File: config.mk
export PLATFORM = sky130hd
export DESIGN_NAME = dcm_reg_map
export DESIGN_NICKNAME = d
export VERILOG_FILES = /design/src/dcm_pkg.sv /design/src/dcm_reg_if.sv /design/src/dcm_i2c_slave.sv /design/src/dcm_reg_map.sv
export SDC_FILE = /design/constraint.sdc
export NUM_CORES = 1
export LEC_CHECK = 0
export ABC_AREA = 1
export BUFFER_PORTS_ARGS = -buffer_cell sky130_fd_sc_hd__clkbuf_2
export CELL_PAD_IN_SITES_DETAIL_PLACEMENT = 0
export CELL_PAD_IN_SITES_GLOBAL_PLACEMENT = 1
export CORE_ASPECT_RATIO = 1.2
export CORE_UTILIZATION = 49
export CTS_BUF_LIST = sky130_fd_sc_hd__clkbuf_16
export CTS_CLUSTER_SIZE = 12
export DETAILED_ROUTE_END_ITERATION = 8
export PLACE_DENSITY = 0.83
export SLEW_MARGIN = 0
export SYNTH_ARGS = -nofsm -noshare
export SYNTH_HDL_FRONTEND = slang
export SYNTH_SLANG_ARGS = --single-unit
File: constraint.sdc
create_clock -name clk_sys_i -period 6.7 [get_ports clk_sys_i]
set_input_delay 1.34 -clock clk_sys_i [delete_from_list [all_inputs] [get_ports clk_sys_i]]
set_output_delay 1.34 -clock clk_sys_i [all_outputs]
set_load 0.01 [all_outputs]
File: src/dcm_pkg.sv
// Package with offsets, field positions, reset values and timing constants of the card multiplexer registers.
package dcm_pkg;
   ////////////////////////////////////////////////////////////////////////////////////////////////////
   // Register offsets, as seen by the two-wire host in the pointer byte.
   localparam logic [7:0] OFS_IDENT = 8'h00;
   localparam logic [7:0] OFS_DRV_VER = 8'h01;
   localparam logic [7:0] OFS_STATUS = 8'h04;
   localparam logic [7:0] OFS_SLOT_CTRL = 8'h08;
   localparam logic [7:0] OFS_BAT_DEB = 8'h0A;
   localparam logic [7:0] OFS_SW_DEB = 8'h0B;
   localparam logic [7:0] OFS_RSVD = 8'h0C;
   localparam logic [7:0] OFS_CLK_CTRL = 8'h0D;
   localparam logic [7:0] OFS_DEV_CTRL = 8'h0E;
   localparam logic [7:0] OFS_TEST_FIRST = 8'h10;
   localparam logic [7:0] OFS_TEST_LAST = 8'h14;
   localparam logic [7:0] OFS_PULLUP = 8'h15;
   localparam int TEST_REGS = 5;

   ////////////////////////////////////////////////////////////////////////////////////////////////////
   // Values after reset and fixed read values.
   localparam logic [7:0] RST_ZERO = 8'h00;
   localparam logic [7:0] RST_DEB_COUNT = 8'h04;
   localparam logic [7:0] DRV_VERSION = 8'h00;
   localparam logic [7:0] UNMAPPED_READ = 8'h00;

   ////////////////////////////////////////////////////////////////////////////////////////////////////
   // Status register field positions.
   localparam int ST_SW_LEVEL = 0;
   localparam int ST_SW_FLAG = 1;
   localparam int ST_BAT_GONE = 2;
   localparam int ST_BAT_FLAG = 3;
   localparam int ST_SLOT1_LSB = 4;
   localparam int ST_SLOT2_LSB = 6;

   // Slot control fields, relative to each slot nibble.
   localparam int SC_NIBBLE = 4;
   localparam int SC_REG_EN = 0;
   localparam int SC_VSEL = 1;
   localparam int SC_STATE_LSB = 2;

   // Slot status codes.
   localparam logic [1:0] SLOT_POWERED_DOWN = 2'h0;

   ////////////////////////////////////////////////////////////////////////////////////////////////////
   // Debounce time base: one tick per period of the low-speed time reference.
   localparam int CLK_PERIOD_NS = 20;
   localparam int DEB_TICK_NS = 31250;
   localparam int DEB_TICK_CYC = DEB_TICK_NS / CLK_PERIOD_NS;

   // Default seven-bit two-wire address of the device; the value is arbitrary.
   localparam logic [6:0] I2C_DEV_ADDR_DEF = 7'h35;

   // Arbitrary identity nibbles used as defaults.
   localparam logic [3:0] MAKER_NIBBLE_DEF = 4'hA;
   localparam logic [3:0] DEVICE_NIBBLE_DEF = 4'h5;
endpackage : dcm_pkg

File: src/dcm_reg_if.sv
// Interface carrying register strobes between the two-wire slave and the register map.
`timescale 1ns/1ps
interface dcm_reg_if;
   logic wr_stb;
   logic rd_stb;
   logic [7:0] addr;
   logic [7:0] wdata;
   logic [7:0] rdata;

   modport master (output wr_stb, output rd_stb, output addr, output wdata, input rdata);
   modport target (input wr_stb, input rd_stb, input addr, input wdata, output rdata);
endinterface : dcm_reg_if

File: src/dcm_i2c_slave.sv
// Two-wire serial slave that turns bus transfers into register reads and writes with auto-increment.
`timescale 1ns/1ps
module dcm_i2c_slave #(
   parameter logic [6:0] DEV_ADDR = dcm_pkg::I2C_DEV_ADDR_DEF
) (
   // Clock and reset.
   input wire logic clk_sys_i,
   input wire logic rst_b_i,
   // Bus pins.
   input wire logic scl_i,
   input wire logic sda_i,
   output logic sda_drv_b_o,
   // Register side.
   dcm_reg_if.master bus
);
   import dcm_pkg::*;

   typedef enum logic [2:0] {IDLE, ADDR, ADDR_ACK, WR, WR_ACK, RD, RD_ACK} dcm_i2c_st_t;

   dcm_i2c_st_t state_r, state_nxt;
   logic [2:0] scl_s_r;
   logic [2:0] sda_s_r;
   logic [7:0] shift_r, shift_nxt;
   logic [3:0] bits_r, bits_nxt;
   logic [7:0] ptr_r, ptr_nxt;
   logic ptr_set_r, ptr_set_nxt;
   logic read_r, read_nxt;
   logic drv_r, drv_nxt;
   logic load_c;

   // Pins pass two flops; edges compare the second stage with its delayed copy.
   always_ff @(posedge clk_sys_i) begin
      scl_s_r <= rst_b_i ? {scl_s_r[1:0], scl_i} : 3'h7;
      sda_s_r <= rst_b_i ? {sda_s_r[1:0], sda_i} : 3'h7;
   end

   wire scl_rise = scl_s_r[1] & ~scl_s_r[2];
   wire scl_fall = ~scl_s_r[1] & scl_s_r[2];
   wire bus_start = scl_s_r[1] & scl_s_r[2] & sda_s_r[2] & ~sda_s_r[1];
   wire bus_stop = scl_s_r[1] & scl_s_r[2] & ~sda_s_r[2] & sda_s_r[1];

   // Next-state logic of the byte engine.
   always_comb begin
      state_nxt = state_r;
      shift_nxt = shift_r;
      bits_nxt = bits_r;
      ptr_nxt = ptr_r;
      ptr_set_nxt = ptr_set_r;
      read_nxt = read_r;
      drv_nxt = drv_r;
      bus.wr_stb = 1'b0;
      load_c = 1'b0;
      if (bus_stop) begin
         state_nxt = IDLE;
         drv_nxt = 1'b0;
      end else if (bus_start) begin
         state_nxt = ADDR;
         bits_nxt = 4'h0;
         ptr_set_nxt = 1'b0;
         drv_nxt = 1'b0;
      end else begin
         case (state_r)
            ADDR, WR: begin
               if (scl_rise) begin
                  shift_nxt = {shift_r[6:0], sda_s_r[1]};
                  bits_nxt = bits_r + 4'h1;
               end else if (scl_fall && bits_r == 4'h8) begin
                  bits_nxt = 4'h0;
                  if (state_r == ADDR) begin
                     state_nxt = (shift_r[7:1] == DEV_ADDR) ? ADDR_ACK : IDLE;
                     drv_nxt = (shift_r[7:1] == DEV_ADDR);
                     read_nxt = shift_r[0];
                  end else begin
                     state_nxt = WR_ACK;
                     drv_nxt = 1'b1;
                     ptr_set_nxt = 1'b1;
                     bus.wr_stb = ptr_set_r;
                     ptr_nxt = ptr_set_r ? ptr_r + 8'h01 : shift_r;
                  end
               end
            end
            ADDR_ACK, WR_ACK: begin
               if (scl_fall) begin
                  load_c = (state_r == ADDR_ACK) && read_r;
                  state_nxt = WR;
                  drv_nxt = 1'b0;
               end
            end
            RD: begin
               if (scl_fall) begin
                  bits_nxt = bits_r + 4'h1;
                  shift_nxt = {shift_r[6:0], 1'b0};
                  drv_nxt = (bits_r != 4'h7) && !shift_r[6];
                  state_nxt = (bits_r == 4'h7) ? RD_ACK : RD;
               end
            end
            RD_ACK: begin
               if (scl_rise && sda_s_r[1]) begin
                  state_nxt = IDLE;
               end else if (scl_fall) begin
                  load_c = 1'b1;
               end
            end
            default: state_nxt = IDLE;
         endcase
         // Fetch the next byte at the pointer and put its first bit on the line.
         if (load_c) begin
            shift_nxt = bus.rdata;
            ptr_nxt = ptr_r + 8'h01;
            bits_nxt = 4'h0;
            drv_nxt = !bus.rdata[7];
            state_nxt = RD;
         end
      end
   end

   assign bus.rd_stb = load_c;
   assign bus.addr = ptr_r;
   assign bus.wdata = shift_r;
   assign sda_drv_b_o = !drv_r;

   // State registers.
   always_ff @(posedge clk_sys_i) begin
      if (!rst_b_i) begin
         state_r <= IDLE;
         shift_r <= 8'h00;
         bits_r <= 4'h0;
         ptr_r <= 8'h00;
         ptr_set_r <= 1'b0;
         read_r <= 1'b0;
         drv_r <= 1'b0;
      end else begin
         state_r <= state_nxt;
         shift_r <= shift_nxt;
         bits_r <= bits_nxt;
         ptr_r <= ptr_nxt;
         ptr_set_r <= ptr_set_nxt;
         read_r <= read_nxt;
         drv_r <= drv_nxt;
      end
   end
endmodule : dcm_i2c_slave

File: src/dcm_reg_map.sv
// Register map of the dual card multiplexer: identity, status, slot power control and input debounce.
`timescale 1ns/1ps
module dcm_reg_map #(
   parameter logic [6:0] DEV_ADDR = dcm_pkg::I2C_DEV_ADDR_DEF,
   parameter logic [3:0] MAKER_NIBBLE = dcm_pkg::MAKER_NIBBLE_DEF, // Arbitrary value.
   parameter logic [3:0] DEVICE_NIBBLE = dcm_pkg::DEVICE_NIBBLE_DEF, // Arbitrary value.
   parameter int TICK_CYCLES = dcm_pkg::DEB_TICK_CYC
) (
   // Clock and reset.
   input wire logic clk_sys_i,
   input wire logic rst_b_i,
   // Two-wire register port.
   input wire logic scl_i,
   input wire logic sda_i,
   output logic sda_drv_b_o,
   output logic sda_o,
   // Detection inputs.
   input wire logic card_switch_input_i,
   input wire logic battery_sense_input_i,
   // Slot supply controls, index 0 is slot 1.
   output logic [1:0] slot_supply_en_o,
   output logic [1:0] slot_supply_pulldown_o,
   output logic [1:0] slot_supply_vsel_o,
   output logic [3:0] slot_if_state_o,
   // Further control bytes and debounced input levels for the surrounding logic.
   output logic [7:0] timing_source_ctrl_o,
   output logic [7:0] detect_dir_ctrl_o,
   output logic [7:0] pin_pullup_ctrl_o,
   output logic card_switch_stable_o,
   output logic battery_removed_o
);
   import dcm_pkg::*;

   dcm_reg_if bus ();

   logic [7:0] slot_ctrl_r;
   logic [7:0] deb_count_r [2];
   logic [7:0] clk_ctrl_r;
   logic [7:0] dev_ctrl_r;
   logic [7:0] pullup_r;
   logic [7:0] test_r [TEST_REGS];
   logic [1:0] in_s1_r;
   logic [1:0] in_s2_r;
   logic [1:0] stable_r;
   logic [1:0] stable_d_r;
   logic [7:0] deb_cnt_r [2];
   logic [15:0] tick_cnt_r;
   logic tick_r;
   logic sw_flag_r;
   logic bat_flag_r;
   logic [1:0] slot_status [2];
   logic [7:0] status_byte;
   logic [7:0] test_byte;
   logic [2:0] test_idx;

   ////////////////////////////////////////////////////////////////////////////////////////////////////
   // Serial slave feeding the register strobes.
   dcm_i2c_slave #(
      .DEV_ADDR(DEV_ADDR)
   ) u_slave (
      .clk_sys_i(clk_sys_i),
      .rst_b_i(rst_b_i),
      .scl_i(scl_i),
      .sda_i(sda_i),
      .sda_drv_b_o(sda_drv_b_o),
      .bus(bus.master)
   );

   // The bus pin is only ever pulled low; release is done through the enable.
   assign sda_o = 1'b0;

   ////////////////////////////////////////////////////////////////////////////////////////////////////
   // Write decode.
   wire wr_slot = bus.wr_stb && (bus.addr == OFS_SLOT_CTRL);
   wire wr_bat_deb = bus.wr_stb && (bus.addr == OFS_BAT_DEB);
   wire wr_sw_deb = bus.wr_stb && (bus.addr == OFS_SW_DEB);
   wire wr_clk = bus.wr_stb && (bus.addr == OFS_CLK_CTRL);
   wire wr_dev = bus.wr_stb && (bus.addr == OFS_DEV_CTRL);
   wire wr_pullup = bus.wr_stb && (bus.addr == OFS_PULLUP);
   wire in_test = (bus.addr >= OFS_TEST_FIRST) && (bus.addr <= OFS_TEST_LAST);
   wire rd_status = bus.rd_stb && (bus.addr == OFS_STATUS);

   // Slot control byte; the reserved byte at 0Ch ignores writes.
   always_ff @(posedge clk_sys_i) begin
      slot_ctrl_r <= !rst_b_i ? RST_ZERO : (wr_slot ? bus.wdata : slot_ctrl_r);
   end

   // Debounce count bytes, index 0 for the card switch and 1 for battery sense.
   always_ff @(posedge clk_sys_i) begin
      deb_count_r[0] <= !rst_b_i ? RST_DEB_COUNT : (wr_sw_deb ? bus.wdata : deb_count_r[0]);
      deb_count_r[1] <= !rst_b_i ? RST_DEB_COUNT : (wr_bat_deb ? bus.wdata : deb_count_r[1]);
   end

   // Clock source, detection and pull-up control bytes.
   always_ff @(posedge clk_sys_i) begin
      clk_ctrl_r <= !rst_b_i ? RST_ZERO : (wr_clk ? bus.wdata : clk_ctrl_r);
      dev_ctrl_r <= !rst_b_i ? RST_ZERO : (wr_dev ? bus.wdata : dev_ctrl_r);
      pullup_r <= !rst_b_i ? RST_ZERO : (wr_pullup ? bus.wdata : pullup_r);
   end

   // Factory test bytes: plain storage, one per offset.
   assign test_idx = 3'(bus.addr - OFS_TEST_FIRST);
   generate
      for (genvar t = 0; t < TEST_REGS; t++) begin : g_test
         wire wr_this = bus.wr_stb && in_test && (test_idx == 3'(t));
         always_ff @(posedge clk_sys_i) begin
            test_r[t] <= !rst_b_i ? RST_ZERO : (wr_this ? bus.wdata : test_r[t]);
         end
      end
   endgenerate
   assign test_byte = (test_idx < 3'(TEST_REGS)) ? test_r[test_idx] : UNMAPPED_READ;

   ////////////////////////////////////////////////////////////////////////////////////////////////////
   // Debounce time base: one pulse every TICK_CYCLES clocks.
   always_ff @(posedge clk_sys_i) begin
      if (!rst_b_i || tick_cnt_r == 16'(TICK_CYCLES - 1)) begin
         tick_cnt_r <= 16'h0000;
      end else begin
         tick_cnt_r <= tick_cnt_r + 16'h0001;
      end
   end

   always_ff @(posedge clk_sys_i) begin
      tick_r <= rst_b_i && (tick_cnt_r == 16'(TICK_CYCLES - 1));
   end

   // Input synchronisers and filters: a new level is taken once it has held for the programmed tick count.
   generate
      for (genvar i = 0; i < 2; i++) begin : g_filter
         wire raw = (i == 0) ? card_switch_input_i : battery_sense_input_i;
         wire differs = in_s2_r[i] != stable_r[i];
         wire expired = deb_cnt_r[i] >= deb_count_r[i];

         always_ff @(posedge clk_sys_i) begin
            in_s1_r[i] <= rst_b_i ? raw : 1'b0;
            in_s2_r[i] <= rst_b_i ? in_s1_r[i] : 1'b0;
         end

         // Count ticks while the input disagrees; restart as soon as it agrees again.
         always_ff @(posedge clk_sys_i) begin
            if (!rst_b_i || !differs || expired) begin
               deb_cnt_r[i] <= 8'h00;
            end else if (tick_r) begin
               deb_cnt_r[i] <= deb_cnt_r[i] + 8'h01;
            end
         end

         always_ff @(posedge clk_sys_i) begin
            stable_r[i] <= !rst_b_i ? 1'b0 : ((differs && expired) ? in_s2_r[i] : stable_r[i]);
            stable_d_r[i] <= rst_b_i ? stable_r[i] : 1'b0;
         end
      end
   endgenerate

   ////////////////////////////////////////////////////////////////////////////////////////////////////
   // Events: any settled change of the card switch, and a settled rise of the battery-removed level.
   wire sw_event = stable_r[0] != stable_d_r[0];
   wire bat_event = stable_r[1] && !stable_d_r[1];

   // Sticky flags; an event in the cycle of the clearing read wins over the clear.
   always_ff @(posedge clk_sys_i) begin
      sw_flag_r <= rst_b_i && (sw_event || (sw_flag_r && !rd_status));
      bat_flag_r <= rst_b_i && (bat_event || (bat_flag_r && !rd_status));
   end

   ////////////////////////////////////////////////////////////////////////////////////////////////////
   // Slot status: the state field shows only while the regulator is on, otherwise powered down.
   generate
      for (genvar s = 0; s < 2; s++) begin : g_slot
         localparam int B = s * SC_NIBBLE;
         wire reg_on = slot_ctrl_r[B + SC_REG_EN];
         assign slot_status[s] = reg_on ? slot_ctrl_r[B + SC_STATE_LSB +: 2] : SLOT_POWERED_DOWN;
         assign slot_supply_en_o[s] = reg_on;
         assign slot_supply_pulldown_o[s] = !reg_on;
         assign slot_supply_vsel_o[s] = slot_ctrl_r[B + SC_VSEL];
         assign slot_if_state_o[2 * s +: 2] = slot_ctrl_r[B + SC_STATE_LSB +: 2];
      end
   endgenerate

   // Status byte assembly.
   assign status_byte[ST_SW_LEVEL] = in_s2_r[0];
   assign status_byte[ST_SW_FLAG] = sw_flag_r;
   assign status_byte[ST_BAT_GONE] = stable_r[1];
   assign status_byte[ST_BAT_FLAG] = bat_flag_r;
   assign status_byte[ST_SLOT1_LSB +: 2] = slot_status[0];
   assign status_byte[ST_SLOT2_LSB +: 2] = slot_status[1];

   ////////////////////////////////////////////////////////////////////////////////////////////////////
   // Read selection; the reserved byte and unmapped offsets read as zero.
   wire [7:0] ident_byte = {MAKER_NIBBLE, DEVICE_NIBBLE};
   assign bus.rdata = (bus.addr == OFS_IDENT) ? ident_byte :
                      (bus.addr == OFS_DRV_VER) ? DRV_VERSION :
                      (bus.addr == OFS_STATUS) ? status_byte :
                      (bus.addr == OFS_SLOT_CTRL) ? slot_ctrl_r :
                      (bus.addr == OFS_BAT_DEB) ? deb_count_r[1] :
                      (bus.addr == OFS_SW_DEB) ? deb_count_r[0] :
                      (bus.addr == OFS_CLK_CTRL) ? clk_ctrl_r :
                      (bus.addr == OFS_DEV_CTRL) ? dev_ctrl_r :
                      (bus.addr == OFS_PULLUP) ? pullup_r :
                      in_test ? test_byte : UNMAPPED_READ;

   // Control bytes and debounced input levels exported to the surrounding logic.
   assign timing_source_ctrl_o = clk_ctrl_r;
   assign detect_dir_ctrl_o = dev_ctrl_r;
   assign pin_pullup_ctrl_o = pullup_r;
   assign card_switch_stable_o = stable_r[0];
   assign battery_removed_o = stable_r[1];
endmodule : dcm_reg_map

# Word level (Yosys, flattened, before mapping)
# Memories as Yosys holds them, arrays and structs flattened.
# Cells that the tools add are included.
# word_totals
mem_bits_rw	72
n_memories	3
inputBits	6
register_bits	91
# classes
magnitude_cmp	5
n_addsub	6
n_eq_ne	52
n_reduce_logical	66
bitwise_logic	17
n_mux	91
# memory_table
memory	words	word_bits	rd	rd_clocked_by_memory_dff	write_ports	line_no	text
test_r	5	8	1	0	5	dcm_reg_map.sv:41	logic [7:0] test_r [TEST_REGS];
deb_cnt_r	2	8	2	0	2	dcm_reg_map.sv:46	logic [7:0] deb_cnt_r [2];
deb_count_r	2	8	2	0	2	dcm_reg_map.sv:37	logic [7:0] deb_count_r [2];
# op_table
op	n
$mux 8	36
$eq 8x4->1 const B	5
$mux 1	34
$reduce_and 5->1	6
$logic_and 1x1->1	26
$add 8x1->8 const B	3
$mux 3	7
$mux 4	5
$ne 2x2->1 const B	9
$add 16x1->16 const B	1
$eq 16x11->1 const B	1
$ge 8x8->1	2
$ne 4x1->1 const B	4
$pmux 8 s2	1
$ne 3x1->1 const B	5
$eq 3x2->1 const B	4
$eq 3x3->1 const B	4
$pmux 3 s4	1
$reduce_and 6->1	2
$logic_not 1->1	10
$ne 2x1->1 const B	5
$eq 8x1->1 const B	1
$eq 8x3->1 const B	1
$eq 8x5->1 const B	1
31 further kinds	63

# Longest topological paths before layout
# Gate-level depths: netlist (run 1).
# depth
depth_word	15
depth_mapped	18
ltp_nobuf	18

# Cells and area by module
# Synthesis (run 1) repeated with hierarchy kept, for this count alone.
# hier_totals
hier_cells	1081
area_unflattened_um2	8425.6
# modules_own_cells
module	n_inst	area_per_inst_um2	cells_per_inst
dcm_reg_map	1	6457.4	773
dcm_i2c_slave	1	1968.1	308

# Worst setup path after synthesis (run 1)
# No wires, ideal clock.
# synth_timing
path_type	input-to-reg
start	input port rst_b_i
end	memory test_r[3][0] (enable)
n_path_buf	2
required_time_ns	6.343
cell_stages	3
path_slack_ns	4.139
t_arrival_ns	2.204
path_cell_list	clkbuf_1 buf_1 o21ai_0
# synth_rtl
item	line_no	text
start: declaration	dcm_reg_map.sv:11	input wire logic rst_b_i,
end: declaration	dcm_reg_map.sv:41	

==> flow_summary.toml, run 1 <==
[yosys]
syn-num-nets = 1077
synth_top_area_cell = "dfxtp_1"
yosysSeqAreaShare = 0.473
yosys.area.top_type_share = 0.268
synth_cells = 1044
syn_area_um2 = 8200
yosysWarnings = 0
ys_ff_latch = 166
synth.area.top_cells = "dfxtp_1, edfxtp_1, nand2_1, a21oi_1, inv_1"
syn_avg_cell_area_um2 = 7.86
synth.distinct_cells = 44

[sta]
hold_viol = 0
fmax_mhz = 320
maxSlewHeadroom = 0.133
fin_skew_ns = 0.0101
grt_setup_unrepaired = "false"
period_needed_ns = 3.12
fin_tns_setup_ns = 0
tightest_slew_ns = 1.29
setup_viol = 0
maxSlewViolCount = 0
fin_crit_sh = 0.466

[worst_setup_path]
cp_cell_sequence = "inv_1 > ha_1 > nand3_1 > nor2_2 > inv_2 > nor4_4 > nand3_1 > o31ai_1"
cp_data_required_time_ns = 6.74
r2r-end = "test_r[2][5]$_DFFE_PP_"
critPathLaunchType = "flip-flop"
crit_buf_inv = 2
cp.depth = 8
rr_worst_depth = 8
crit_path_end = "test_r[2][5]$_DFFE_PP_"
crit_start = "u_slave.bits_r[0]$_SDFFE_PN0P_"
timing.rr.start = "u_slave.bits_r[0]$_SDFFE_PN0P_"
rrSetupSlack_ns = 3.58
end_kind = "flip-flop"
crit_fanout = 8
arrival_ns = 3.16
crit_top_cell = "nand3_1"
critPathMaxStageDelay_ns = 1.08
path_class = "flip-flop to flip-flop"
crit_slowest_cell = "o31ai_1"
critPathTopFamily = "compound AO/OA/AOI/OAI gates"

[placed_design]
io_buffers = 42
gp_congestion = 0.857
dp_hpwl_um = 14600

[pwr]
leakage_nw = 3.79
powerDensity_nw_per_um2 = 279
power_mw = 2.54
ir_worst_vdd_uv = 163

[clocking]
cts_root_buffer = "clkbuf_16"
htreeDepth = 4
path_clk_slew_ns = 0.06
clkSinkCount = 166
clock_latency_ns = 0.43
post_cts_buffers = 0
cts_tree = "done"
cts_resized = 0
clock_path_buffers = 2
hold_buffers = 0
cts_inserted_buffers = 17

[drt]
dr.first_iter.drc_count = 492
ant_nets = 0
first_pass_iters = 5
drcViolationCount = 0
dr_total_vias = 6770
avgViaCountPerCell = 5.23
wl_um = 20300
wl_per_cell_um = 15.7

[die]
io_pins = 44
initial_core_util = 0.504
row_count = 51
die_area_um2 = 17300
core_um2 = 16300
die_y_um = 144
die_w_um = 120

[final_layout]
layout-drive-gt1-share = 0.0997
nets = 1103
syn2layout_area_growth_pct = 11.2
antenna_cells = 0

[run_status]
outcome = "finished clean"

[hold_path]
worstHoldStart = "u_slave.sda_s_r[0]$_SDFF_PN1_"
worstHoldPathType = "flip-flop to flip-flop"

[job]
drv_cap = 0

[grt]
grt_overflow_total = 0
track_usage = 0.250
grt_max_degree = 44
grt_pass1_vias = 6328
antenna_found_initial = 0
grt_pass1_wl_um = 32900
[layout make-up]
class                   count  area (µm²)
fillers                  1616        7150
inverters                 155         582
clock buffers              17         425
clock inverters            15         178
multi-input cells         686        3570
well taps                 212         265
repair buffers             44         223
flip-flops and latches    166        3880
[per-layer routing]
metal | share of wire | track usage | wire, µm
met4 | 0.019 | 0.0816 | 394
met2 | 0.49 | 0.422 | 9990
met3 | 0.042 | 0.0476 | 843
met1 | 0.45 | 0.320 | 9050
met5 | 0 | 0 | 0
[sequential cells by signal (all words and copies together), names as in the netlist, 4 cells and up, named ones only]
register / count
detect_dir_ctrl_o: 8
u_slave.bus.addr: 8
tick_cnt_r: 16
deb_count_r: 16
timing_source_ctrl_o: 8
slot_ctrl_r: 8
test_r: 40
deb_cnt_r: 16
pin_pullup_ctrl_o: 8
u_slave.bus.wdata: 8
u_slave.bits_r: 4
[cells in the mapped netlist, drive strengths merged]
cell type	number
o311ai	1
xnor2	6
a21oi	118
o21a	2
nand3	61
edfxtp	56
buf	19
and3	2
nand3b	1
a211o	2
nor3	24
a31oi	1
nor3b	7
xor2	8
clkbuf	18
nand4	10
o2111ai	1
conb	1
o211ai	5
nor4	5
o31ai	3
a221oi	1
dfxtp	110
ha	27
inv	155
o21ai	79
nand2	187
a211oi	14
or2	12
nor2	108
[stage by stage]
step	std cells	util	area [µm²]	hold WS, ns	worst slack (ns)
CTS	1294	0.560	9120	0.414	3.54
global placement	1262	0.523	8510	0.395	3.24
floorplan	1044	-	8200	0.390	4.14
global route	1295	0.561	9120	0.449	3.37
finish	1295	0.561	9120	0.413	3.58
detailed placement	1262	0.523	8510	0.397	3.19
[power by group]
part	leakage (nW)	switching (mW)	internal [mW]
clock network	0.291	0.418	0.588
logic	2.00	0.202	0.111
registers	1.49	0.0929	1.13
[worst min-delay path by stage]
stage | end | slack (ns) | depth (start not counted)
after floorplan | in_s2_r[0]$_SDFF_PN0_ | 0.39 | 2
after global placement | u_slave.scl_s_r[1]$_SDFF_PN1_ | 0.40 | 1
after CTS | u_slave.sda_s_r[1]$_SDFF_PN1_ | 0.41 | 1
after global routing | u_slave.scl_s_r[1]$_SDFF_PN1_ | 0.45 | 1
after detailed placement | u_slave.sda_s_r[1]$_SDFF_PN1_ | 0.40 | 1
final | u_slave.sda_s_r[1]$_SDFF_PN1_ | 0.41 | 1
[cell usage in the layout, fill, tap and decap left out, types with 12 or more instances in the layout]
cell type / synthesis / layout
nand3_1: 59 / 59
nor3_1: 19 / 19
a211oi_1: 14 / 14
edfxtp_1: 56 / 56
ha_1: 27 / 27
dfxtp_1: 110 / 110
a21oi_1: 117 / 117
or2_2: 12 / 12
inv_1: 150 / 150
clkbuf_2: 0 / 42
o21ai_0: 77 / 77
nand2_1: 186 / 186
nor2_1: 103 / 103
clkbuf_16: 0 / 17
[cells by family (layout without fill, tap and decap cells)]
group | Yosys count | after routing | synth area share
and+or+nand+nor | 417 | 417 | 0.229
AOI/OAI and AO/OA | 227 | 227 | 0.149
buffers and inverters | 192 | 231 | 0.0920
DFF | 166 | 166 | 0.473
adders and majority gates | 27 | 27 | 0.0412
xor gates and xnor gates | 14 | 14 | 0.0149
other | 1 | 1 | 0.000457
Note: power is estimated with default switching activity, not from simulation.
==> run 2: changes to the inputs <==
--- a/config.mk
+++ b/config.mk
@@ -10,11 +10,11 @@
 export CELL_PAD_IN_SITES_DETAIL_PLACEMENT = 0
 export CELL_PAD_IN_SITES_GLOBAL_PLACEMENT = 1
 export CORE_ASPECT_RATIO = 1.2
-export CORE_UTILIZATION = 49
+export CORE_UTILIZATION = 46
 export CTS_BUF_LIST = sky130_fd_sc_hd__clkbuf_16
 export CTS_CLUSTER_SIZE = 12
 export DETAILED_ROUTE_END_ITERATION = 8
-export PLACE_DENSITY = 0.83
+export PLACE_DENSITY = 0.79
 export SLEW_MARGIN = 0
 export SYNTH_ARGS = -nofsm -noshare
 export SYNTH_HDL_FRONTEND = slang
==> constraint.sdc (replaced) <==
create_clock -name clk_sys_i -period 3.1 [get_ports clk_sys_i]
set_input_delay 0.62 -clock clk_sys_i [delete_from_list [all_inputs] [get_ports clk_sys_i]]
set_output_delay 0.62 -clock clk_sys_i [all_outputs]
set_load 0.01 [all_outputs]
==> run 2 against run 1 <==
Count of clock-buffer cells in the layout rose by 1. Maximum frequency rose by 31%. Critical path depth rose by 1. Die area rose by 6.4%. Global-route usage fell by 0.72 points. Total power rose by 110%. Register-to-register slack got worse by 2.9 ns. Critical path type unchanged. Critical endpoint is now test_r[2][0]$_DFFE_PP_. Largest power group unchanged. Highest routed layer unchanged.
==> flow_summary.toml, run 2 (same netlist as run 1, synthesis figures left out) <==
[run_status]
outcome = "finished clean"

[die]
die_y_um = 148
core_um2 = 17500
die_w_um = 124
row_count = 53
die_area_um2 = 18400
initial_core_util = 0.469
io_pins = 44

[grt]
grt_use_met1 = 0.309
met2_usage = 0.406
antenna_found_initial = 0
use_met3 = 0.0460
grt_pass1_vias = 6439
track_usage = 0.243
grt_busiest_layer = "met2"
grt_overflow_total = 0
grt_max_degree = 47
grt_pass1_wl_um = 33300

[drt]
ant_nets = 0
dr_total_vias = 6817
wl_um = 21200
avgViaCountPerCell = 5.19
first_pass_iters = 5
dr.first_iter.drc_count = 559
drcViolationCount = 0
wl_per_cell_um = 16.2

[sta]
setup_viol = 0
fin_crit_sh = 0.769
fmax_mhz = 419
period_needed_ns = 2.38
maxSlewViolCount = 0
hold_slack_ns = 0.370
fin_tns_setup_ns = 0
grt_setup_unrepaired = "false"
maxSlewHeadroom = 0.499
hold_viol = 0
tightest_slew_ns = 0.750
setup_ws_ns = 0.716
fin_skew_ns = 0.00886

[worst_setup_path]
critPathMaxStageDelay_ns = 0.40
path_class = "flip-flop to flip-flop"
cp_data_required_time_ns = 3.24
cp_cell_sequence = "inv_1 > ha_1 > nand3_1 > nor2_2 > inv_2 > nor4_4 > nand3_1 > o31ai_1 > buf_4"
critPathTopFamily = "simple AND/OR/NAND/NOR gates"
crit_top_cell = "nand3_1"
critPathLaunchType = "flip-flop"
crit_buf_inv = 3
crit_slowest_cell = "nor4_4"
end_kind = "flip-flop"
crit_fanout = 8
arrival_ns = 2.52

[final_layout]
multi_input_area_um2 = 3570
fin_area_um2 = 9160
antenna_cells = 0
largest_register_ffs = 40
mostFrequentLayoutCells = "nand2_1, inv_1, a21oi_1"
fillCellCount = 1730
nets = 1113
syn2layout_area_growth_pct = 11.6
regMostFlops = "test_r"
seqCellArea_um2 = 3880
final_common_cell = "nand2_1"
layout-drive-gt1-share = 0.105

[clocking]
post_cts_buffers = 0
path_clk_slew_ns = 0.06
cts_resized = 0
hold_buffers = 0
clock_latency_ns = 0.43
htreeDepth = 4
cts_inserted_buffers = 17
cts_root_buffer = "clkbuf_16"
clkSinkCount = 166
cts_tree = "done"
clock_path_buffers = 2

[hold_path]
worstHoldPathType = "primary input to flip-flop"

[job]
drv_cap = 0

[placed_design]
dp_hpwl_um = 15300
dp_worst_setup_slack_ns = 0.737
io_buffers = 42
gp_congestion = 0.838
dpl-instance-area_um2 = 8610

[pwr]
powerDensity_nw_per_um2 = 582
leakage_nw = 3.84
ir_worst_vdd_uv = 450
==> run 2: changes by cell type in the layout (fill, tap and decap cells not counted), sizes merged <==
| cell | change |
|---|---|
| buf | +10 |
| bufinv | -2 |
| clkbuf | +1 |
| clkinv | -1 |
| clkinvlp | -1 |
| inv | +3 |
==> run 2: stage by stage <==
step / instances / total power [mW] / utilization
CTS: 1313 / 5.37 / 0.523
finish: 1313 / 5.33 / 0.523
detailed placement: 1281 / 3.38 / 0.492
global route: 1313 / 5.58 / 0.523
floorplan: 1044 / 3.13 / -
global placement: 1281 / 3.37 / 0.492
==> run 2: power breakdown <==
| group | switching (mW) | internal, mW | total (mW) |
|---|---|---|---|
| Clock | 0.865 | 1.13 | 2.00 |
| Combinational | 0.443 | 0.246 | 0.689 |
| Sequential | 0.202 | 2.44 | 2.64 |
==> run 2: final cells by class <==
cell class / instances / area share
clock buffer: 18 / 0.0492
clock inverter: 14 / 0.0108
inverter: 155 / 0.0635
multi-input combinational: 686 / 0.389
sequential: 166 / 0.424
tap: 220 / 0.0301
timing repair buffer: 54 / 0.0328
==> run 2: worst register-to-register path, cell delays in order (launching register included) <==
cell and delay, ns:
dfxtp_1 0.33, inv_1 0.08, ha_1 0.14, nand3_1 0.08
nor2_2 0.23, inv_2 0.08, nor4_4 0.40, nand3_1 0.27
o31ai_1 0.27, buf_4 0.21
==> run 2: final timing paths <==
path | depth (start not counted) | start | slack (ns) | to
max | 9 | u_slave.bits_r[0]$_SDFFE_PN0P_ | 0.72 | test_r[2][0]$_DFFE_PP_
min | 3 | battery_sense_input_i | 0.37 | in_s1_r[1]$_SDFF_PN0_
max reg2reg | 9 | u_slave.bits_r[0]$_SDFFE_PN0P_ | 0.72 | test_r[2][0]$_DFFE_PP_
min reg2reg | 1 | u_slave.sda_s_r[0]$_SDFF_PN1_ | 0.41 | u_slave.sda_s_r[1]$_SDFF_PN1_
==> run 2: routing by layer <==
| layer | vias to the layer above | routed length (µm) |
|---|---|---|
| met4 | 0 | 456 |
| li1 | 3522 | - |
| met3 | 27 | 789 |
| met2 | 141 | 10400 |
| met5 | - | 0 |
| met1 | 3127 | 9560 |
==> run 3: changes to the inputs <==
--- a/config.mk
+++ b/config.mk
@@ -10,11 +10,11 @@
 export CELL_PAD_IN_SITES_DETAIL_PLACEMENT = 0
 export CELL_PAD_IN_SITES_GLOBAL_PLACEMENT = 1
 export CORE_ASPECT_RATIO = 1.2
-export CORE_UTILIZATION = 46
+export CORE_UTILIZATION = 41
 export CTS_BUF_LIST = sky130_fd_sc_hd__clkbuf_16
 export CTS_CLUSTER_SIZE = 12
 export DETAILED_ROUTE_END_ITERATION = 8
-export PLACE_DENSITY = 0.79
+export PLACE_DENSITY = 0.74
 export SLEW_MARGIN = 0
 export SYNTH_ARGS = -nofsm -noshare
 export SYNTH_HDL_FRONTEND = slang
==> constraint.sdc (replaced) <==
create_clock -name clk_sys_i -period 2.09 [get_ports clk_sys_i]
set_input_delay 0.418 -clock clk_sys_i [delete_from_list [all_inputs] [get_ports clk_sys_i]]
set_output_delay 0.418 -clock clk_sys_i [all_outputs]
set_load 0.01 [all_outputs]
==> run 3 against run 2 <==
First-iteration DRC count decreased by 15%. Largest cell class unchanged. Critical path type unchanged. Wire length increased by 6.4%. Critical path depth increased by 1. Die area increased by 12%. Total power increased by 58%. Largest power group unchanged. Clock skew increased by 0.0017 ns.
==> flow_summary.toml, run 3 (same netlist as run 1, synthesis figures left out) <==
[run_status]
outcome = "finished clean"

[worst_setup_path]
critPathLaunchType = "flip-flop"
cp_cell_sequence = "inv_2 > ha_4 > nand3_2 > nor2_4 > inv_2 > nor4_4 > buf_4 > nand2_1 > o21ai_0 > a21oi_1"
rr_worst_depth = 10
path_class = "flip-flop to flip-flop"
critPathMaxStageDelay_ns = 0.32
crit_fanout = 16
crit_top_cell = "inv_2"
end_kind = "flip-flop"
critPathTopFamily = "simple AND/OR/NAND/NOR gates"
cp_data_required_time_ns = 2.40
crit_buf_inv = 3
cp.depth = 10
arrival_ns = 2.38
crit_slowest_cell = "dfxtp_2"

[clocking]
cts_tree = "done"
hold_buffers = 0
clkSinkCount = 166
htreeDepth = 4
clock_latency_ns = 0.44
cts_root_buffer = "clkbuf_16"
clock_path_buffers = 2
cts_inserted_buffers = 17
path_clk_slew_ns = 0.07

[final_layout]
seqCellArea_um2 = 3900
layout-drive-gt1-share = 0.213
final_cells = 1426
regMostFlops = "test_r"
nets = 1185
syn2layout_area_growth_pct = 23.9
largest_register_ffs = 40
multi_input_area_um2 = 3810
final_common_cell = "nand2_1"
mostFrequentLayoutCells = "nand2_1, inv_1, a21oi_1"
fillCellCount = 1892
antenna_cells = 0

[placed_design]
io_buffers = 42
gp_congestion = 0.885
dp_hpwl_um = 16400
dp.cells = 1373

[grt]
grt_overflow_total = 0
antenna_found_initial = 0
grt_max_degree = 43
grt_pass1_vias = 6567
grt_pass1_wl_um = 35000
track_usage = 0.221

[hold_path]
hold_depth = 3
worstHoldPathType = "primary input to flip-flop"

[sta]
hold_slack_ns = 0.163
maxSlewViolCount = 0
setup_viol = 0
fin_skew_ns = 0.0106
fin_crit_sh = 0.992
grt_setup_unrepaired = "true"
period_needed_ns = 2.07
hold_viol = 0
fmax_mhz = 482

[pwr]
leakage_nw = 4.28
p_comb_frac = 0.174
ir_worst_vdd_uv = 555
p_sw_frac = 0.291
p_sw_mw = 2.46
powerDensity_nw_per_um2 = 830
intPower_mw = 5.99
power.share.clock = 0.378
seqPwrFrac = 0.447

[die]
core_um2 = 19500
row_count = 56
die_w_um = 131
die_y_um = 157
die_area_um2 = 20600
initial_core_util = 0.420
io_pins = 44

[drt]
wl_um = 22600
drcViolationCount = 0
ant_nets = 0
dr.first_iter.drc_count = 474
dr_total_vias = 7119
avgViaCountPerCell = 4.99
wl_per_cell_um = 15.8
first_pass_iters = 5

[job]
drv_cap = 0
## run 3: cell types whose count changed in the layout (fill, tap and decap cells not counted), sizes merged
cell / delta
buf: +71
clkinvlp: +4
bufinv: +1
clkbuf: -1
clkinv: -5
inv: +2
## run 3: what timing repair did
action	CTS	global route
endpoints found under the setup margin	11	74
gates cloned	0	1
pin swaps	1	12
buffers inserted	0	20
resized for setup	5	58
## run 3: worst paths after layout
check        slack, ns                           start                     endpoint
max               0.02  u_slave.bits_r[1]$_SDFFE_PN0P_  slot_ctrl_r[7]$_SDFFE_PN0P_
min               0.16           battery_sense_input_i        in_s1_r[1]$_SDFF_PN0_
min reg2reg       0.41           in_s1_r[0]$_SDFF_PN0_        in_s2_r[0]$_SDFF_PN0_
max reg2reg       0.02  u_slave.bits_r[1]$_SDFFE_PN0P_  slot_ctrl_r[7]$_SDFFE_PN0P_
## run 3: final cells by class
type	instances	area share
Sequential cell	166	0.383
Multi-Input combinational cell	686	0.375
Timing Repair Buffer	125	0.0919
Inverter	155	0.0587
Clock buffer	17	0.0418
Tap cell	261	0.0321
Clock inverter	15	0.0161
Timing Repair inverter	1	0.000738
## run 3: power groups by stage
stage	clock, mW	combinational, mW	sequential (mW)
floorplan	0	0.838	3.83
global placement	0	1.38	3.84
detailed placement	0	1.38	3.85
CTS	3.23	1.40	3.78
global route	3.37	1.63	3.80
finish	3.19	1.47	3.78
## run 3: worst register-to-register path: stages (launching register included)
cell	delay [ns]
dfxtp_2	0.32
inv_2	0.07
ha_4	0.12
nand3_2	0.07
nor2_4	0.12
inv_2	0.06
nor4_4	0.29
buf_4	0.25
nand2_1	0.29
o21ai_0	0.29
a21oi_1	0.06
## run 3: per-layer routing
| metal | track usage | up-vias | share of wire |
|---|---|---|---|
| met5 | 0 | - | 0 |
| met4 | 0.0661 | 0 | 0.018 |
| met3 | 0.0393 | 28 | 0.037 |
| met2 | 0.392 | 142 | 0.50 |
| met1 | 0.273 | 3286 | 0.44 |
| li1 | - | 3663 | - |
## run 3: through the flow
step | utilization | worst slack, ns | setup TNS [ns] | area, µm² | total power [mW]
floorplan | - | -0.0308 | -0.246 | 8290 | 4.67
global placement | 0.471 | -0.0210 | -0.0210 | 9220 | 5.22
CTS | 0.502 | 0.00516 | 0 | 9820 | 8.41
detailed placement | 0.471 | -0.0248 | -0.0272 | 9220 | 5.23
global route | 0.520 | -0.139 | -2.85 | 10200 | 8.81
finish | 0.520 | 0.0161 | 0 | 10200 | 8.44
